==> config.mk <==
export PLATFORM = sky130hd
export DESIGN_NAME = lcsm_top
export DESIGN_NICKNAME = d
export VERILOG_FILES = /design/src/pkg/lcsm_pkg.sv /design/src/hdl/lcsm_fifo.sv /design/src/hdl/lcsm_det.sv /design/src/hdl/lcsm_top.sv
export VERILOG_INCLUDE_DIRS = /design/src /design/src/pkg
export SDC_FILE = /design/constraint.sdc
export NUM_CORES = 1
export LEC_CHECK = 0
export CAP_MARGIN = 30
export CORE_MARGIN = 2
export CORE_UTILIZATION = 35
export CTS_CLUSTER_SIZE = 25
export DETAILED_ROUTE_END_ITERATION = 10
export DONT_BUFFER_PORTS = 1
export SLEW_MARGIN = 10
export SYNTH_ARGS = -nofsm -noshare
export SYNTH_HDL_FRONTEND = slang
export SYNTH_HIERARCHICAL = 1
export SYNTH_SLANG_ARGS = --single-unit
==> constraint.sdc <==
create_clock -name CLK_SYS -period 30.7 [get_ports CLK_SYS]
set_input_delay 4.605 -clock CLK_SYS [delete_from_list [all_inputs] [get_ports CLK_SYS]]
set_output_delay 4.605 -clock CLK_SYS [all_outputs]
set_load 0.02 [all_outputs]
==> src/pkg/lcsm_cfg.svh <==
`ifndef LCSM_CFG_SVH
`define LCSM_CFG_SVH

// Clock and time base.
`define CLK_NS 25
`define SEC_NS 1000000000
`define CYC_PER_SEC (`SEC_NS / `CLK_NS)
// In-band codes, written leftmost bit first.
`define IB_ARM_CODE 16'h0018
`define IB_ARM_LEN 5
`define IB_DISARM_CODE 16'h001C
`define IB_DISARM_LEN 5
`define ACT_CENTRAL_CODE 16'hD3D3
`define ACT_REMOTE_CODE 16'hC742
`define DEACT_CODE 16'h9393
`define CODE16_LEN 16
// Data link words as written; the rightmost bit arrives first.
`define ESF_ARM_WORD 16'h12FF
`define ESF_DISARM_WORD 16'h24FF
`define ESF_REPS 3'h4
// Hold times in whole seconds; more than N seconds is N plus one.
`define ARM_HOLD_S 3'h5
`define DISARM_HOLD_S 3'h5
`define ACT_HOLD_S 3'h5
`define DEACT_HOLD_S 3'h6
// Mismatches allowed per second: 8000 framing overwrites plus 1608 line errors.
`define ERR_LIMIT 16'h2588
// Timeouts and buffer depth.
`define ARM_TO_H 2
`define ARM_TO_S (`ARM_TO_H * 3600)
`define LU_TO_M1 20
`define LU_TO_M2 60
`define LU_TO_M3 120
`define LU_TO_S1 (`LU_TO_M1 * 60)
`define LU_TO_S2 (`LU_TO_M2 * 60)
`define LU_TO_S3 (`LU_TO_M3 * 60)
`define FIFO_DEPTH 16
`endif

==> src/pkg/lcsm_pkg.sv <==
package lcsm_pkg;
   typedef enum logic [3:0] {
      ST_DIS = 4'h1,
      ST_ARM = 4'h2,
      ST_LU = 4'h4,
      ST_LUN = 4'h8
   } lcsm_state_t;

   typedef struct packed {
      logic [15:0] sr;
      logic [3:0] ph;
      logic seen;
      logic [15:0] err;
      logic [31:0] pre;
      logic [2:0] secs;
      logic hit;
   } lcsm_det_t;

   typedef struct packed {
      lcsm_state_t st;
      logic [31:0] pre;
      logic [12:0] secs;
      logic [15:0] dl_sr;
      logic [3:0] dl_ph;
      logic [2:0] dl_cnt;
      logic dl_code;
      logic dl_lock;
      logic network_interface_unit;
      logic loop;
      logic flush;
      logic dn_bit;
      logic dn_valid;
      logic net_bit;
      logic net_valid;
      logic cust_ready;
   } lcsm_top_st_t;
endpackage : lcsm_pkg

==> src/hdl/lcsm_fifo.sv <==
`timescale 1ns/1ps
module lcsm_fifo #(
   parameter int unsigned W = 1,
   parameter int unsigned DEPTH = 16
) (
   input wire logic clk,
   input wire logic rst_n,
   input wire logic ce,
   input wire logic flush,
   input wire logic in_valid,
   input wire logic [W-1:0] in_data,
   output logic in_ready,
   output logic out_valid,
   output logic [W-1:0] out_data,
   input wire logic out_ready,
   output logic [$clog2(DEPTH):0] level
);
   localparam int unsigned AW = $clog2(DEPTH);
   // Pointers wrap naturally, so DEPTH must be a power of two.
   typedef struct packed {
      logic [AW-1:0] wp;
      logic [AW-1:0] rp;
      logic [AW:0] cnt;
   } lcsm_fifo_st_t;

   lcsm_fifo_st_t s;
   lcsm_fifo_st_t n;
   logic [W-1:0] mem [DEPTH];
   logic wr;
   logic rd;

   // Handshake terms; a flush drops both sides for the cycle.
   assign in_ready = s.cnt != (AW+1)'(DEPTH);
   assign out_valid = s.cnt != '0;
   assign out_data = mem[s.rp];
   assign level = s.cnt;
   assign wr = ce && !flush && in_valid && in_ready;
   assign rd = ce && !flush && out_valid && out_ready;

   // Next pointers and fill count.
   always_comb begin
      n = s;
      if (ce && flush) begin
         n = '0;
      end else begin
         if (wr) begin
            n.wp = s.wp + 1'b1;
         end
         if (rd) begin
            n.rp = s.rp + 1'b1;
         end
         if (wr && !rd) begin
            n.cnt = s.cnt + 1'b1;
         end else if (rd && !wr) begin
            n.cnt = s.cnt - 1'b1;
         end
      end
   end

   always_ff @(posedge clk or negedge rst_n) begin
      if (!rst_n) begin
         s <= '0;
      end else begin
         s <= n;
      end
   end

   // Storage has no reset; only written words are ever read.
   always_ff @(posedge clk) begin
      if (wr) begin
         mem[s.wp] <= in_data;
      end
   end

   fifo_count_bound_a: assert property (@(posedge clk) disable iff (!rst_n)
      s.cnt <= (AW+1)'(DEPTH)) else $error("fifo count above depth");
   fifo_full_stall_a: assert property (@(posedge clk) disable iff (!rst_n)
      (!in_ready && !rd && !(ce && flush)) |=> !in_ready) else $error("full fifo lost fill");
endmodule : lcsm_fifo

==> src/hdl/lcsm_det.sv <==
`timescale 1ns/1ps
`include "lcsm_cfg.svh"
module lcsm_det import lcsm_pkg::*; #(
   parameter int unsigned LEN = 5,
   parameter logic [15:0] CODE = 16'h0018,
   parameter logic [2:0] HOLD = 3'h5,
   parameter int unsigned CYC_PER_SEC = 40000000
) (
   input wire logic clk,
   input wire logic rst_n,
   input wire logic ce,
   input wire logic en,
   input wire logic bit_in,
   input wire logic bit_valid,
   output logic hit
);
   localparam logic [15:0] MASK = 16'hFFFF >> (16 - LEN);
   // A short window cannot carry the full per-second budget, or a foreign code that
   // merely contains this one would pass; cap it at one bit in eight of the window.
   localparam int unsigned ERR_MAX = (CYC_PER_SEC / 8 < `ERR_LIMIT) ? CYC_PER_SEC / 8 : `ERR_LIMIT;

   lcsm_det_t s;
   lcsm_det_t n;
   logic [15:0] sr_sh;
   logic [3:0] idx;

   assign hit = s.hit;

   // Phase-locked matcher: an exact code sets phase, then each bit is checked
   // against the code; framing overwrites and line errors only add mismatches.
   always_comb begin
      n = s;
      sr_sh = {s.sr[14:0], bit_in} & MASK;
      idx = 4'(LEN - 1) - s.ph;
      if (ce) begin
         if (!en) begin
            n = '0;
         end else begin
            if (bit_valid) begin
               n.sr = sr_sh;
               if (sr_sh == CODE) begin
                  n.seen = 1'b1;
                  n.ph = 4'h0;
               end else begin
                  if (bit_in != CODE[idx] && s.err != 16'hFFFF) begin
                     n.err = s.err + 16'h0001;
                  end
                  n.ph = (s.ph == 4'(LEN - 1)) ? 4'h0 : s.ph + 4'h1;
               end
            end
            if (s.pre == CYC_PER_SEC - 1) begin
               n.pre = '0;
               n.err = '0;
               n.seen = 1'b0;
               if (s.seen && s.err <= 16'(ERR_MAX)) begin
                  n.secs = (s.secs == HOLD) ? HOLD : s.secs + 3'h1;
               end else begin
                  n.secs = 3'h0;
               end
            end else begin
               n.pre = s.pre + 32'h1;
            end
            n.hit = n.secs == HOLD;
         end
      end
   end

   always_ff @(posedge clk or negedge rst_n) begin
      if (!rst_n) begin
         s <= '0;
      end else begin
         s <= n;
      end
   end

   det_hit_edge_a: assert property (@(posedge clk) disable iff (!rst_n)
      $rose(hit) |-> ($past(s.pre) == CYC_PER_SEC - 1 && $past(s.secs) == HOLD - 3'h1))
      else $error("hit rose off a second boundary");
   det_disable_clear_a: assert property (@(posedge clk) disable iff (!rst_n)
      (ce && !en) |=> (!hit && s.secs == 3'h0)) else $error("disabled detector kept count");
endmodule : lcsm_det

==> src/hdl/lcsm_top.sv <==
`timescale 1ns/1ps
`include "lcsm_cfg.svh"
module lcsm_top import lcsm_pkg::*; #(
   parameter int unsigned CYC_PER_SEC = `CYC_PER_SEC
) (
   input wire logic CLK_SYS,
   input wire logic RST_N,
   input wire logic CE,
   input wire logic RX_BIT,
   input wire logic RX_VALID,
   input wire logic DL_BIT,
   input wire logic DL_VALID,
   input wire logic CUST_BIT,
   input wire logic CUST_VALID,
   input wire logic NET_READY,
   input wire logic NIU_OPT,
   input wire logic [1:0] LU_TO_SEL,
   output logic DN_BIT,
   output logic DN_VALID,
   output logic NET_BIT,
   output logic NET_VALID,
   output logic CUST_READY,
   output logic LOOP_ACTIVE,
   output logic NIU_LOOP,
   output logic [3:0] STATE
);
   localparam lcsm_top_st_t S_RST = '{st: ST_DIS, default: '0};

   logic rst_meta;
   logic rst_n_s;
   lcsm_top_st_t s;
   lcsm_top_st_t n;
   logic en_arm;
   logic en_act;
   logic en_deact;
   logic en_dis;
   logic arm_hit;
   logic act_hit;
   logic deact_hit;
   logic dis_hit;
   logic tick;
   logic esf_arm;
   logic esf_dis;
   logic m_any;
   logic m_dis;
   logic arm_evt;
   logic dis_evt;
   logic [15:0] dl_sr;
   logic [12:0] lim;
   logic f_in_valid;
   logic f_in_data;
   logic f_in_ready;
   logic f_out_valid;
   logic f_out_data;
   logic f_out_ready;
   logic [4:0] f_level;

   function automatic logic [12:0] lu_limit(input logic [1:0] sel);
      case (sel)
         2'h1: lu_limit = 13'(`LU_TO_S1);
         2'h2: lu_limit = 13'(`LU_TO_S2);
         2'h3: lu_limit = 13'(`LU_TO_S3);
         default: lu_limit = 13'h0000;
      endcase
   endfunction : lu_limit

   // Reset release through two flops; only the second is used.
   always_ff @(posedge CLK_SYS or negedge RST_N) begin
      if (!RST_N) begin
         rst_meta <= 1'h0;
         rst_n_s <= 1'h0;
      end else begin
         rst_meta <= 1'h1;
         rst_n_s <= rst_meta;
      end
   end

   assign en_arm = s.st == ST_DIS;
   assign en_act = s.st == ST_ARM;
   assign en_deact = s.st == ST_LU || s.st == ST_LUN;
   assign en_dis = s.st != ST_DIS;

   lcsm_det #(.LEN(`IB_ARM_LEN), .CODE(`IB_ARM_CODE), .HOLD(`ARM_HOLD_S),
      .CYC_PER_SEC(CYC_PER_SEC)) u_arm (.clk(CLK_SYS), .rst_n(rst_n_s), .ce(CE),
      .en(en_arm), .bit_in(RX_BIT), .bit_valid(RX_VALID), .hit(arm_hit));
   lcsm_det #(.LEN(`CODE16_LEN), .CODE(`ACT_REMOTE_CODE), .HOLD(`ACT_HOLD_S),
      .CYC_PER_SEC(CYC_PER_SEC)) u_act (.clk(CLK_SYS), .rst_n(rst_n_s), .ce(CE),
      .en(en_act), .bit_in(RX_BIT), .bit_valid(RX_VALID), .hit(act_hit));
   lcsm_det #(.LEN(`CODE16_LEN), .CODE(`DEACT_CODE), .HOLD(`DEACT_HOLD_S),
      .CYC_PER_SEC(CYC_PER_SEC)) u_deact (.clk(CLK_SYS), .rst_n(rst_n_s), .ce(CE),
      .en(en_deact), .bit_in(RX_BIT), .bit_valid(RX_VALID), .hit(deact_hit));
   lcsm_det #(.LEN(`IB_DISARM_LEN), .CODE(`IB_DISARM_CODE), .HOLD(`DISARM_HOLD_S),
      .CYC_PER_SEC(CYC_PER_SEC)) u_dis (.clk(CLK_SYS), .rst_n(rst_n_s), .ce(CE),
      .en(en_dis), .bit_in(RX_BIT), .bit_valid(RX_VALID), .hit(dis_hit));

   assign f_in_valid = s.loop ? RX_VALID : CUST_VALID;
   assign f_in_data = s.loop ? RX_BIT : CUST_BIT;
   assign f_out_ready = !s.net_valid || NET_READY;

   lcsm_fifo #(.W(1), .DEPTH(`FIFO_DEPTH)) u_fifo (
      .clk(CLK_SYS),
      .rst_n(rst_n_s),
      .ce(CE),
      .flush(s.flush),
      .in_valid(f_in_valid),
      .in_data(f_in_data),
      .in_ready(f_in_ready),
      .out_valid(f_out_valid),
      .out_data(f_out_data),
      .out_ready(f_out_ready),
      .level(f_level)
   );

   // Next-state logic for the whole element.
   always_comb begin
      n = s;
      tick = 1'b0;
      esf_arm = 1'b0;
      esf_dis = 1'b0;
      m_any = 1'b0;
      m_dis = 1'b0;
      dl_sr = s.dl_sr;
      lim = lu_limit(LU_TO_SEL);
      arm_evt = 1'b0;
      dis_evt = 1'b0;
      if (CE) begin
         n.dn_bit = RX_BIT;
         n.dn_valid = RX_VALID;
         if (s.pre == CYC_PER_SEC - 1) begin
            n.pre = '0;
            tick = 1'b1;
         end else begin
            n.pre = s.pre + 32'h1;
         end
         if (DL_VALID) begin
            dl_sr = {DL_BIT, s.dl_sr[15:1]};
            n.dl_sr = dl_sr;
            m_dis = dl_sr == `ESF_DISARM_WORD;
            m_any = m_dis || dl_sr == `ESF_ARM_WORD;
            if (!s.dl_lock) begin
               if (m_any) begin
                  n.dl_lock = 1'b1;
                  n.dl_ph = 4'h0;
                  n.dl_cnt = 3'h1;
                  n.dl_code = m_dis;
               end
            end else begin
               n.dl_ph = s.dl_ph + 4'h1;
               if (s.dl_ph == 4'hF) begin
                  if (m_any && m_dis == s.dl_code) begin
                     n.dl_cnt = s.dl_cnt + 3'h1;
                  end else if (m_any) begin
                     n.dl_cnt = 3'h1;
                     n.dl_code = m_dis;
                  end else begin
                     n.dl_lock = 1'b0;
                     n.dl_cnt = 3'h0;
                  end
               end
            end
            if (n.dl_cnt == `ESF_REPS) begin
               esf_arm = !n.dl_code;
               esf_dis = n.dl_code;
               n.dl_cnt = 3'h0;
               n.dl_lock = 1'b0;
            end
         end
         arm_evt = arm_hit || esf_arm;
         dis_evt = dis_hit || esf_dis;
         case (s.st)
            ST_DIS: begin
               if (arm_evt) begin
                  n.st = ST_ARM;
                  n.network_interface_unit = NIU_OPT;
               end
            end
            ST_ARM: begin
               if (dis_evt) begin
                  n.st = ST_DIS;
               end else if (act_hit) begin
                  n.st = (lim == 13'h0000) ? ST_LUN : ST_LU;
               end else if (tick && s.secs == 13'(`ARM_TO_S - 1)) begin
                  n.st = ST_DIS;
               end
            end
            ST_LU: begin
               if (dis_evt) begin
                  n.st = ST_DIS;
               end else if (deact_hit) begin
                  n.st = ST_ARM;
               end else if (tick && lim != 13'h0000 && s.secs == lim - 13'h0001) begin
                  n.st = ST_ARM;
               end
            end
            ST_LUN: begin
               if (dis_evt) begin
                  n.st = ST_DIS;
               end else if (deact_hit) begin
                  n.st = ST_ARM;
               end
            end
            default: begin
               n.st = ST_DIS;
            end
         endcase
         if (n.st == ST_DIS) begin
            n.network_interface_unit = 1'b0;
         end
         // timeout seconds restart on every state change
         if (n.st != s.st) begin
            n.secs = 13'h0000;
         end else if (tick) begin
            n.secs = s.secs + 13'h0001;
         end
         n.loop = n.st == ST_LU || n.st == ST_LUN;
         // flush path on any loop change
         n.flush = n.loop != s.loop;
         // Drop the output word on the edge the loop changes, so no bit of the old
         // path is shown under the new loop state.
         if (s.flush || n.flush) begin
            n.net_valid = 1'b0;
         end else if (f_out_ready) begin
            n.net_valid = f_out_valid;
            n.net_bit = f_out_data;
         end
         // One spare slot covers the cycle of lag on this ready.
         n.cust_ready = !n.loop && f_in_ready && f_level < 5'(`FIFO_DEPTH - 1);
      end
   end

   always_ff @(posedge CLK_SYS or negedge rst_n_s) begin
      if (!rst_n_s) begin
         s <= S_RST;
      end else begin
         s <= n;
      end
   end

   // Outputs come straight from the state register.
   assign DN_BIT = s.dn_bit;
   assign DN_VALID = s.dn_valid;
   assign NET_BIT = s.net_bit;
   assign NET_VALID = s.net_valid;
   assign CUST_READY = s.cust_ready;
   assign LOOP_ACTIVE = s.loop;
   assign NIU_LOOP = s.network_interface_unit;
   assign STATE = s.st;

   state_one_hot_a: assert property (@(posedge CLK_SYS) disable iff (!rst_n_s)
      $onehot(s.st)) else $error("state not one-hot");
   disarm_hold_a: assert property (@(posedge CLK_SYS) disable iff (!rst_n_s)
      (s.st == ST_DIS && !(CE && arm_evt)) |=> s.st == ST_DIS)
      else $error("left disarmed without arming");
   niu_loop_set_a: assert property (@(posedge CLK_SYS) disable iff (!rst_n_s)
      (s.st == ST_DIS && CE && arm_evt) |=> (NIU_LOOP == $past(NIU_OPT) && s.st == ST_ARM))
      else $error("interface loop not set on arming");
   arm_timeout_a: assert property (@(posedge CLK_SYS) disable iff (!rst_n_s)
      (s.st == ST_ARM && CE && tick && s.secs == 13'(`ARM_TO_S - 1) && !dis_evt && !act_hit)
      |=> s.st == ST_DIS) else $error("arming timeout missed");
   lu_timeout_a: assert property (@(posedge CLK_SYS) disable iff (!rst_n_s)
      (s.st == ST_LU && CE && tick && lim != 13'h0000 && s.secs == lim - 13'h0001
      && !dis_evt && !deact_hit) |=> s.st == ST_ARM) else $error("loop-up timeout missed");
   untimed_stay_a: assert property (@(posedge CLK_SYS) disable iff (!rst_n_s)
      (s.st == ST_LUN && !(CE && (dis_evt || deact_hit))) |=> s.st == ST_LUN)
      else $error("untimed loop-up left on its own");
   deact_return_a: assert property (@(posedge CLK_SYS) disable iff (!rst_n_s)
      (en_deact && CE && deact_hit && !dis_evt) |=> (s.st == ST_ARM ##1 !LOOP_ACTIVE))
      else $error("deactivation not honoured");
   disarm_any_a: assert property (@(posedge CLK_SYS) disable iff (!rst_n_s)
      (s.st != ST_DIS && CE && dis_evt) |=> (s.st == ST_DIS && !NIU_LOOP))
      else $error("disarm not honoured");
   loop_flush_a: assert property (@(posedge CLK_SYS) disable iff (!rst_n_s)
      (CE && $changed(LOOP_ACTIVE)) |-> (s.flush ##1 !NET_VALID))
      else $error("loop change without flush");
endmodule : lcsm_top

=== Word level (Yosys, flattened, before mapping) ===
Memories as Yosys holds them, arrays and structs flattened. A register that Yosys moved wholly into a read port is not among the register bits.
Index checks and enable logic that the tools add are counted.

* Memories: 5
* Output and inout bits: 11
* Input port bits: 13
* Bits in writable memories: 16
* Logic and storage cells: 337
* Memory bits (read-only): 64
* Register bits after elaboration: 362

* Reduce and logical (&&, ||, !) cells: 64
* $lt $le $gt $ge: 9
* Eq/ne operators: 71
* Multiplexer cells: 110
* Bitwise logic cells: 1
* Add/subtract/negate cells: 29

{| class="wikitable"
|+ Memory list
! name !! depth !! bits a word !! rd ports !! clocked after memory_dff !! write ports !! RTL line !! text
|-
| (name not given) || 16 || 1 || 1 || 0 || 0 || lcsm_det.sv:45 || <nowiki>if (bit_in != CODE[idx] && s.err != 16'hFFFF) begin</nowiki>
|-
| (name not given) || 16 || 1 || 1 || 0 || 0 || lcsm_det.sv:45 ||
|-
| (name not given) || 16 || 1 || 1 || 0 || 0 || lcsm_det.sv:45 ||
|-
| (name not given) || 16 || 1 || 1 || 0 || 0 || lcsm_det.sv:45 ||
|-
| u_fifo.mem || 16 || 1 || 1 || 1 || 1 || lcsm_fifo.sv:28 || <nowiki>logic [W-1:0] mem [DEPTH];</nowiki>
|}

{| class="wikitable"
|+ Operators by type and width
! operator !! number
|-
| 32-bit by 1-bit adder with 32-bit output, second input constant || 5
|-
| 32-bit by 26-bit equality test with 1-bit output, second input constant || 5
|-
| 32-bit 2-to-1 mux || 5
|-
| 72-bit 2-to-1 mux || 2
|-
| 16-bit 2-to-1 mux || 8
|-
| 61-bit 2-to-1 mux || 2
|-
| 4-bit 2-to-1 mux || 21
|-
| 36-bit 2-to-1 mux || 2
|-
| 17-bit 2-to-1 mux || 4
|-
| 3-bit 2-to-1 mux || 22
|-
| 16-bit by 1-bit adder with 16-bit output, second input constant || 4
|-
| 16-bit by 14-bit less-or-equal comparator with 1-bit output, second input constant || 4
|-
| 16-bit != test, second input constant || 4
|-
| 25-bit 2-to-1 mux || 2
|-
| 3-bit != test, second input constant || 16
|-
| 13-bit 2-to-1 mux || 3
|-
| 13-bit one-hot mux with 3 select lines || 1
|-
| 9-bit 2-to-1 mux || 4
|-
| 16-bit equality test, second input constant || 2
|-
| 1-bit 2-to-1 mux || 29
|-
| 4-bit by 1-bit adder with 4-bit output, second input constant || 7
|-
| 3-bit equality test, second input constant || 9
|-
| 1-bit logical AND || 22
|-
| 3-bit AND reduction || 7
|-
| 40 further kinds || 94
|}

=== Logic depth before layout (Yosys ltp) ===
* Word-level depth: 22
* Gate-level depth with buffers: 12
* Gate-level depth less buffers: 11

=== Cells and area by module ===
Netlist, hierarchy kept.

{| class="wikitable"
|+ Modules (own cells, without submodules)
! module !! area each (µm²) !! cells an instance !! instances !! seq. area each (µm²)
|-
| lcsm_top || 4,415.5 || 465 || 1 || 2,078.2
|-
| lcsm_det at u_act || 4,008.8 || 438 || 1 || 1,801.7
|-
| lcsm_det at u_deact || 3,937.5 || 415 || 1 || 1,801.7
|-
| lcsm_det at u_dis || 3,709.8 || 406 || 1 || 1,526.5
|-
| lcsm_det at u_arm || 3,315.7 || 367 || 1 || 1,526.5
|-
| lcsm_fifo || 1,716.6 || 147 || 1 || 805.8
|}

=== Least setup slack after synthesis ===
Ideal clock, no wire load.

* Path type: in2reg
* Start point: in DL_BIT
* End point: reg NET_BIT (netlist name)
* Data required time: 30.572 ns
* Buffers on the path: 0
* Stages on the path: 9
* Data arrival time: 6.796 ns
* Setup time: 0.128 ns
* Path slack: 23.776 ns
* Cell sequence: or4b_4 > nor3_4 > a31oi_1 > or2_4 > a41oi_4 > o21ai_2 > xnor2_2 > nor3_2 > mux2_1

* Longest elaborated chain between the ends: 22
* Elaborated cells on any way between the ends: 37
* Classes of those cells: eq/ne: 7; mux: 21; bitwise: 1; reduce/logical: 8

{| class="wikitable"
|+ RTL lines
! what !! RTL line !! text
|-
| start: declaration || lcsm_top.sv:11 || <nowiki>input wire logic DL_BIT,</nowiki>
|-
| 16-bit by 14-bit equality test with 1-bit output (no line) or 16-bit by 13-bit equality test with 1-bit output (tied branches) || -- ||
|-
| 1-bit logical OR (no line) or 1-bit equality test (tied branches) || -- ||
|-
| 1-bit 2-to-1 mux or 1-bit logical AND (tied branches) || lcsm_top.sv:152, lcsm_top.sv:150 ||
|-
| 3-bit 2-to-1 mux or 2-bit 2-to-1 mux (tied branches) || lcsm_top.sv:150 || <nowiki>if (m_any && m_dis == s.dl_code) begin</nowiki>
|-
| 5-bit 2-to-1 mux || lcsm_top.sv:149 || <nowiki>if (s.dl_ph == 4'hF) begin</nowiki>
|-
| 9-bit 2-to-1 mux * || lcsm_top.sv:140 || <nowiki>if (!s.dl_lock) begin</nowiki>
|-
| 9-bit 2-to-1 mux * || lcsm_top.sv:135 || <nowiki>if (DL_VALID) begin</nowiki>
|-
| 9-bit 2-to-1 mux * || lcsm_top.sv:126 || <nowiki>if (CE) begin</nowiki>
|-
| [... 6 more ...] || -- ||
|-
| 4-bit one-hot mux with 4 select lines * || lcsm_top.sv:170 || <nowiki>case (s.st)</nowiki>
|-
| 4-bit 2-to-1 mux * || lcsm_top.sv:126 ||
|-
| 4-bit by 3-bit equality test with 1-bit output or 4-bit equality test (tied branches) || lcsm_top.sv:215 || <nowiki>n.loop = n.st == ST_LU || n.st == ST_LUN;</nowiki>
|-
| 1-bit logical OR * || lcsm_top.sv:215 ||
|-
| 1-bit != test * || lcsm_top.sv:217 || <nowiki>n.flush = n.loop != s.loop;</nowiki>
|-
| 1-bit logical OR * || lcsm_top.sv:220 || <nowiki>if (s.flush || n.flush) begin</nowiki>
|-
| 1-bit NOT (no line) * || -- ||
|-
| 3-bit AND reduction (no line) * || -- ||
|}

Mark *: on every way between the ends. The rest lies on a longest branch, timed or not. The select of a mux whose other input is x is not followed.
A chain may end at the register's enable or synchronous reset.

==> results_dict.tcl <==
set metrics [dict create \
    totalWireLength_mm 46.8 \
    placed_area_um2 21700 \
    synth.yosys.seq_area_share_pct 45.2 \
    syn_avg_cell_area_um2 9.43 \
    dp_slack_ns 23.20 \
    p_int_uw 939 \
    routabilityCongestion 0.841 \
    synth_edf_count 16 \
    power.share.sequential_pct 44.5 \
    num-nets-final 2251 \
    finish.instance_area_um2 23300 \
    async_flop_share_pct 95.8 \
    slew_headroom_pct 33.5 \
    post-route-period-util_pct 22.7 \
    synthFlopType "dfrtp_1" \
    cts_hold_buf 0 \
    p_sw_uw 351 \
    cp-end-kind "flop" \
    die_w_um 250 \
    p_leak_nw 9.71 \
    min_path_type "flop to asynchronous set/reset pin" \
    crit_path_start "DL_BIT" \
    cp.required_ns 31.11 \
    p_clk_share_pct 43.3 \
    antenna_found_initial 1 \
    htree_levels 2 \
    netlist_instances 2238 \
    pwr_density_cell_nw_per_um2 55.4 \
    ant_nets 0 \
    synth_cell_types 121 \
    syn-cell-area_um2 21100 \
    yosys_warnings 6 \
    cp-start-kind "primary input" \
    cts_num_sinks 378 \
    worstReg2RegStart "s[64]" \
    synth_area_leader_cell "dfrtp_1" \
    rsz0062_at_grt "no" \
    areaGrowthSynthToFinish_pct 10.4 \
    swShare_pct 27.2 \
    slew_violations 0 \
    setup_ws_ns 23.73 \
    post_cts_resized 0 \
    setup-tns-final_ns 0 \
    synth_top_area_share_pct 42.8 \
    clock-root-buffer "clkbuf_16" \
    ys_seq_elements 378 \
    fmaxAchievable_ghz 0.144 \
    setup_viol 0 \
    hpwlAfterDp_mm 30.7 \
    numPortBuffers 0 \
    initial_utilization_pct 35.2 \
    dr.pass1.iters 5 \
    reg2reg_slack_ns 27.28 \
    grt_util_all_layers_pct 15.0 \
    grt_pass1_wl_mm 80.2 \
    ys_top_cells_by_area "dfrtp_1 43%, nand2_1 4.3%, nor2_1 4.1%" \
    tightestPinTransition_ns 0.990 \
    final-hold-violation-count 0 \
    die_h_um 250 \
    core_um2 60000 \
    drc 0 \
    comb_power_share_pct 12.2 \
    skew_ns 0.0305 \
    n_antenna_cell 0 \
    die_area_um2 62300 \
    clock_latency_ns 0.58 \
    cts_tree "done" \
    outcome "finished clean" \
    arrival_ns 7.38 \
    finalCriticalPeriod_ns 6.97 \
    drv_cap 0 \
    synthesis.nets 2291 \
    drt-vias-per-instance 5.43 \
    grt_max_degree 159 \
    ir_drop_v 0.0000440 \
    power_mw 1.29 \
    routedWlPerCell_um 15.5 \
    vias 16400 \
    drive_gt1_share_pct 8.47 \
    crit_type "primary input to flop" \
    grt_pass1_vias 16300 \
    clockBufferDepth 3 \
    gr-total-overflow 0 \
    row_count 90 \
    io_pins 24 \
    drt_iter0_markers 1325 \
    cts_setup_buffers 0 \
    cp_max_fo 11 \
    cts_buffers 43 \
    clk_pin_slew_ns 0.06 \
]
## worst max-delay path, stage by stage
cell and delay [ns]:
or4b_4 0.49, nor3_4 0.39, a31oi_1 0.25, a211oi_4 0.42, a31oi_1 0.24, o211ai_1 0.16, a221oi_2 0.09, a21oi_2 0.62
nor2_1 0.10
## per-stage QoR
step / util, % / instances / hold WS (ns)
global placement: 36.1 / 2931 / 0.338
global route: 38.8 / 3013 / 0.202
floorplan: - / 2238 / 0.331
finish: 38.8 / 3013 / 0.183
CTS: 38.7 / 3011 / 0.349
detailed placement: 36.1 / 2933 / 0.336
## cells in the final DEF (no fill, tap or decap), types with 23 or more instances in the layout
cell / synthesis / routed
nand2_1: 243 / 243
nor3_1: 49 / 49
nand3_1: 136 / 136
a21oi_1: 46 / 46
nand4_1: 81 / 81
a22o_1: 37 / 37
inv_1: 93 / 93
xor2_1: 82 / 82
nor4_1: 29 / 28
xnor2_1: 73 / 73
and3_1: 46 / 46
dfrtp_1: 361 / 360
or3_1: 23 / 23
o21ai_0: 95 / 93
clkbuf_16: 0 / 44
and2_1: 34 / 34
ha_1: 39 / 39
nor2_1: 233 / 233
## layer usage
layer  GRT usage (%)  share of wire, %  wire [µm]  vias up
li1                -                 -          -     7946
met1            19.7                47      22000     8066
met2            24.8                46      21700      286
met3            3.09               4.6       2180       65
met4            4.75               2.0        956        2
met5               0             0.030         14        -
## power groups by stage
| stage | combinational [mW] | clock, mW | sequential [mW] |
|---|---|---|---|
| after detailed placement | 0.156 | 0 | 0.584 |
| after global routing | 0.178 | 0.599 | 0.580 |
| final | 0.158 | 0.558 | 0.574 |
| after CTS | 0.156 | 0.578 | 0.575 |
| after global placement | 0.148 | 0 | 0.582 |
| after floorplan | 0.133 | 0 | 0.574 |
## path summary, 6_finish.rpt
path                               end  cells after the start
max in group asynchronous      rst_n_s                      0
max                              s[35]                      9
max reg2reg                      s[35]                      9
min in group CLK_SYS           rst_n_s                      0
min                        u_act/s[64]                      0
min reg2reg                u_act/s[64]                      0
## layout make-up
type	instances	area, µm²
well taps	782	978
multi-input cells	1661	10700
repair buffers	17	208
flip-flops and latches	378	9540
inverters	97	364
clock buffers	55	1190
fillers	5811	36700
clock inverters	23	347
## state kept, by name, indices dropped and copies added, names as in the netlist, 4 cells and up
register	count
u_act/s	71
u_dis/s	60
u_arm/s	60
u_fifo/s	8
u_deact/s	71
s	70
u_fifo/mem	16
u_fifo/level	5
STATE	4
## logic make-up after synthesis
kind of cell	after synthesis	synth area share, %
AND/OR/NAND/NOR	1065	27.1
flip-flops	378	45.2
AO/OA/AOI/OAI	361	12.1
buffers and inverters	199	4.36
XOR/XNOR	157	6.59
adder cells (fa/ha/maj)	40	2.41
multiplexers	37	2.20
other	1	0.0178
## cell usage after synthesis, types with 23 or more instances
| cell | n |
|---|---|
| xnor2_1 | 73 |
| nand2_1 | 243 |
| nand3_1 | 136 |
| and3_1 | 46 |
| a21oi_1 | 46 |
| ha_1 | 39 |
| inv_1 | 93 |
| nor3_1 | 49 |
| and2_1 | 34 |
| a22o_1 | 37 |
| or3_1 | 23 |
| dfrtp_1 | 361 |
| o21ai_0 | 95 |
| nor2_1 | 233 |
| clkbuf_1 | 53 |
| nor4_1 | 29 |
| xor2_1 | 82 |
| nand4_1 | 81 |
(Power assumes the default switching activity.)
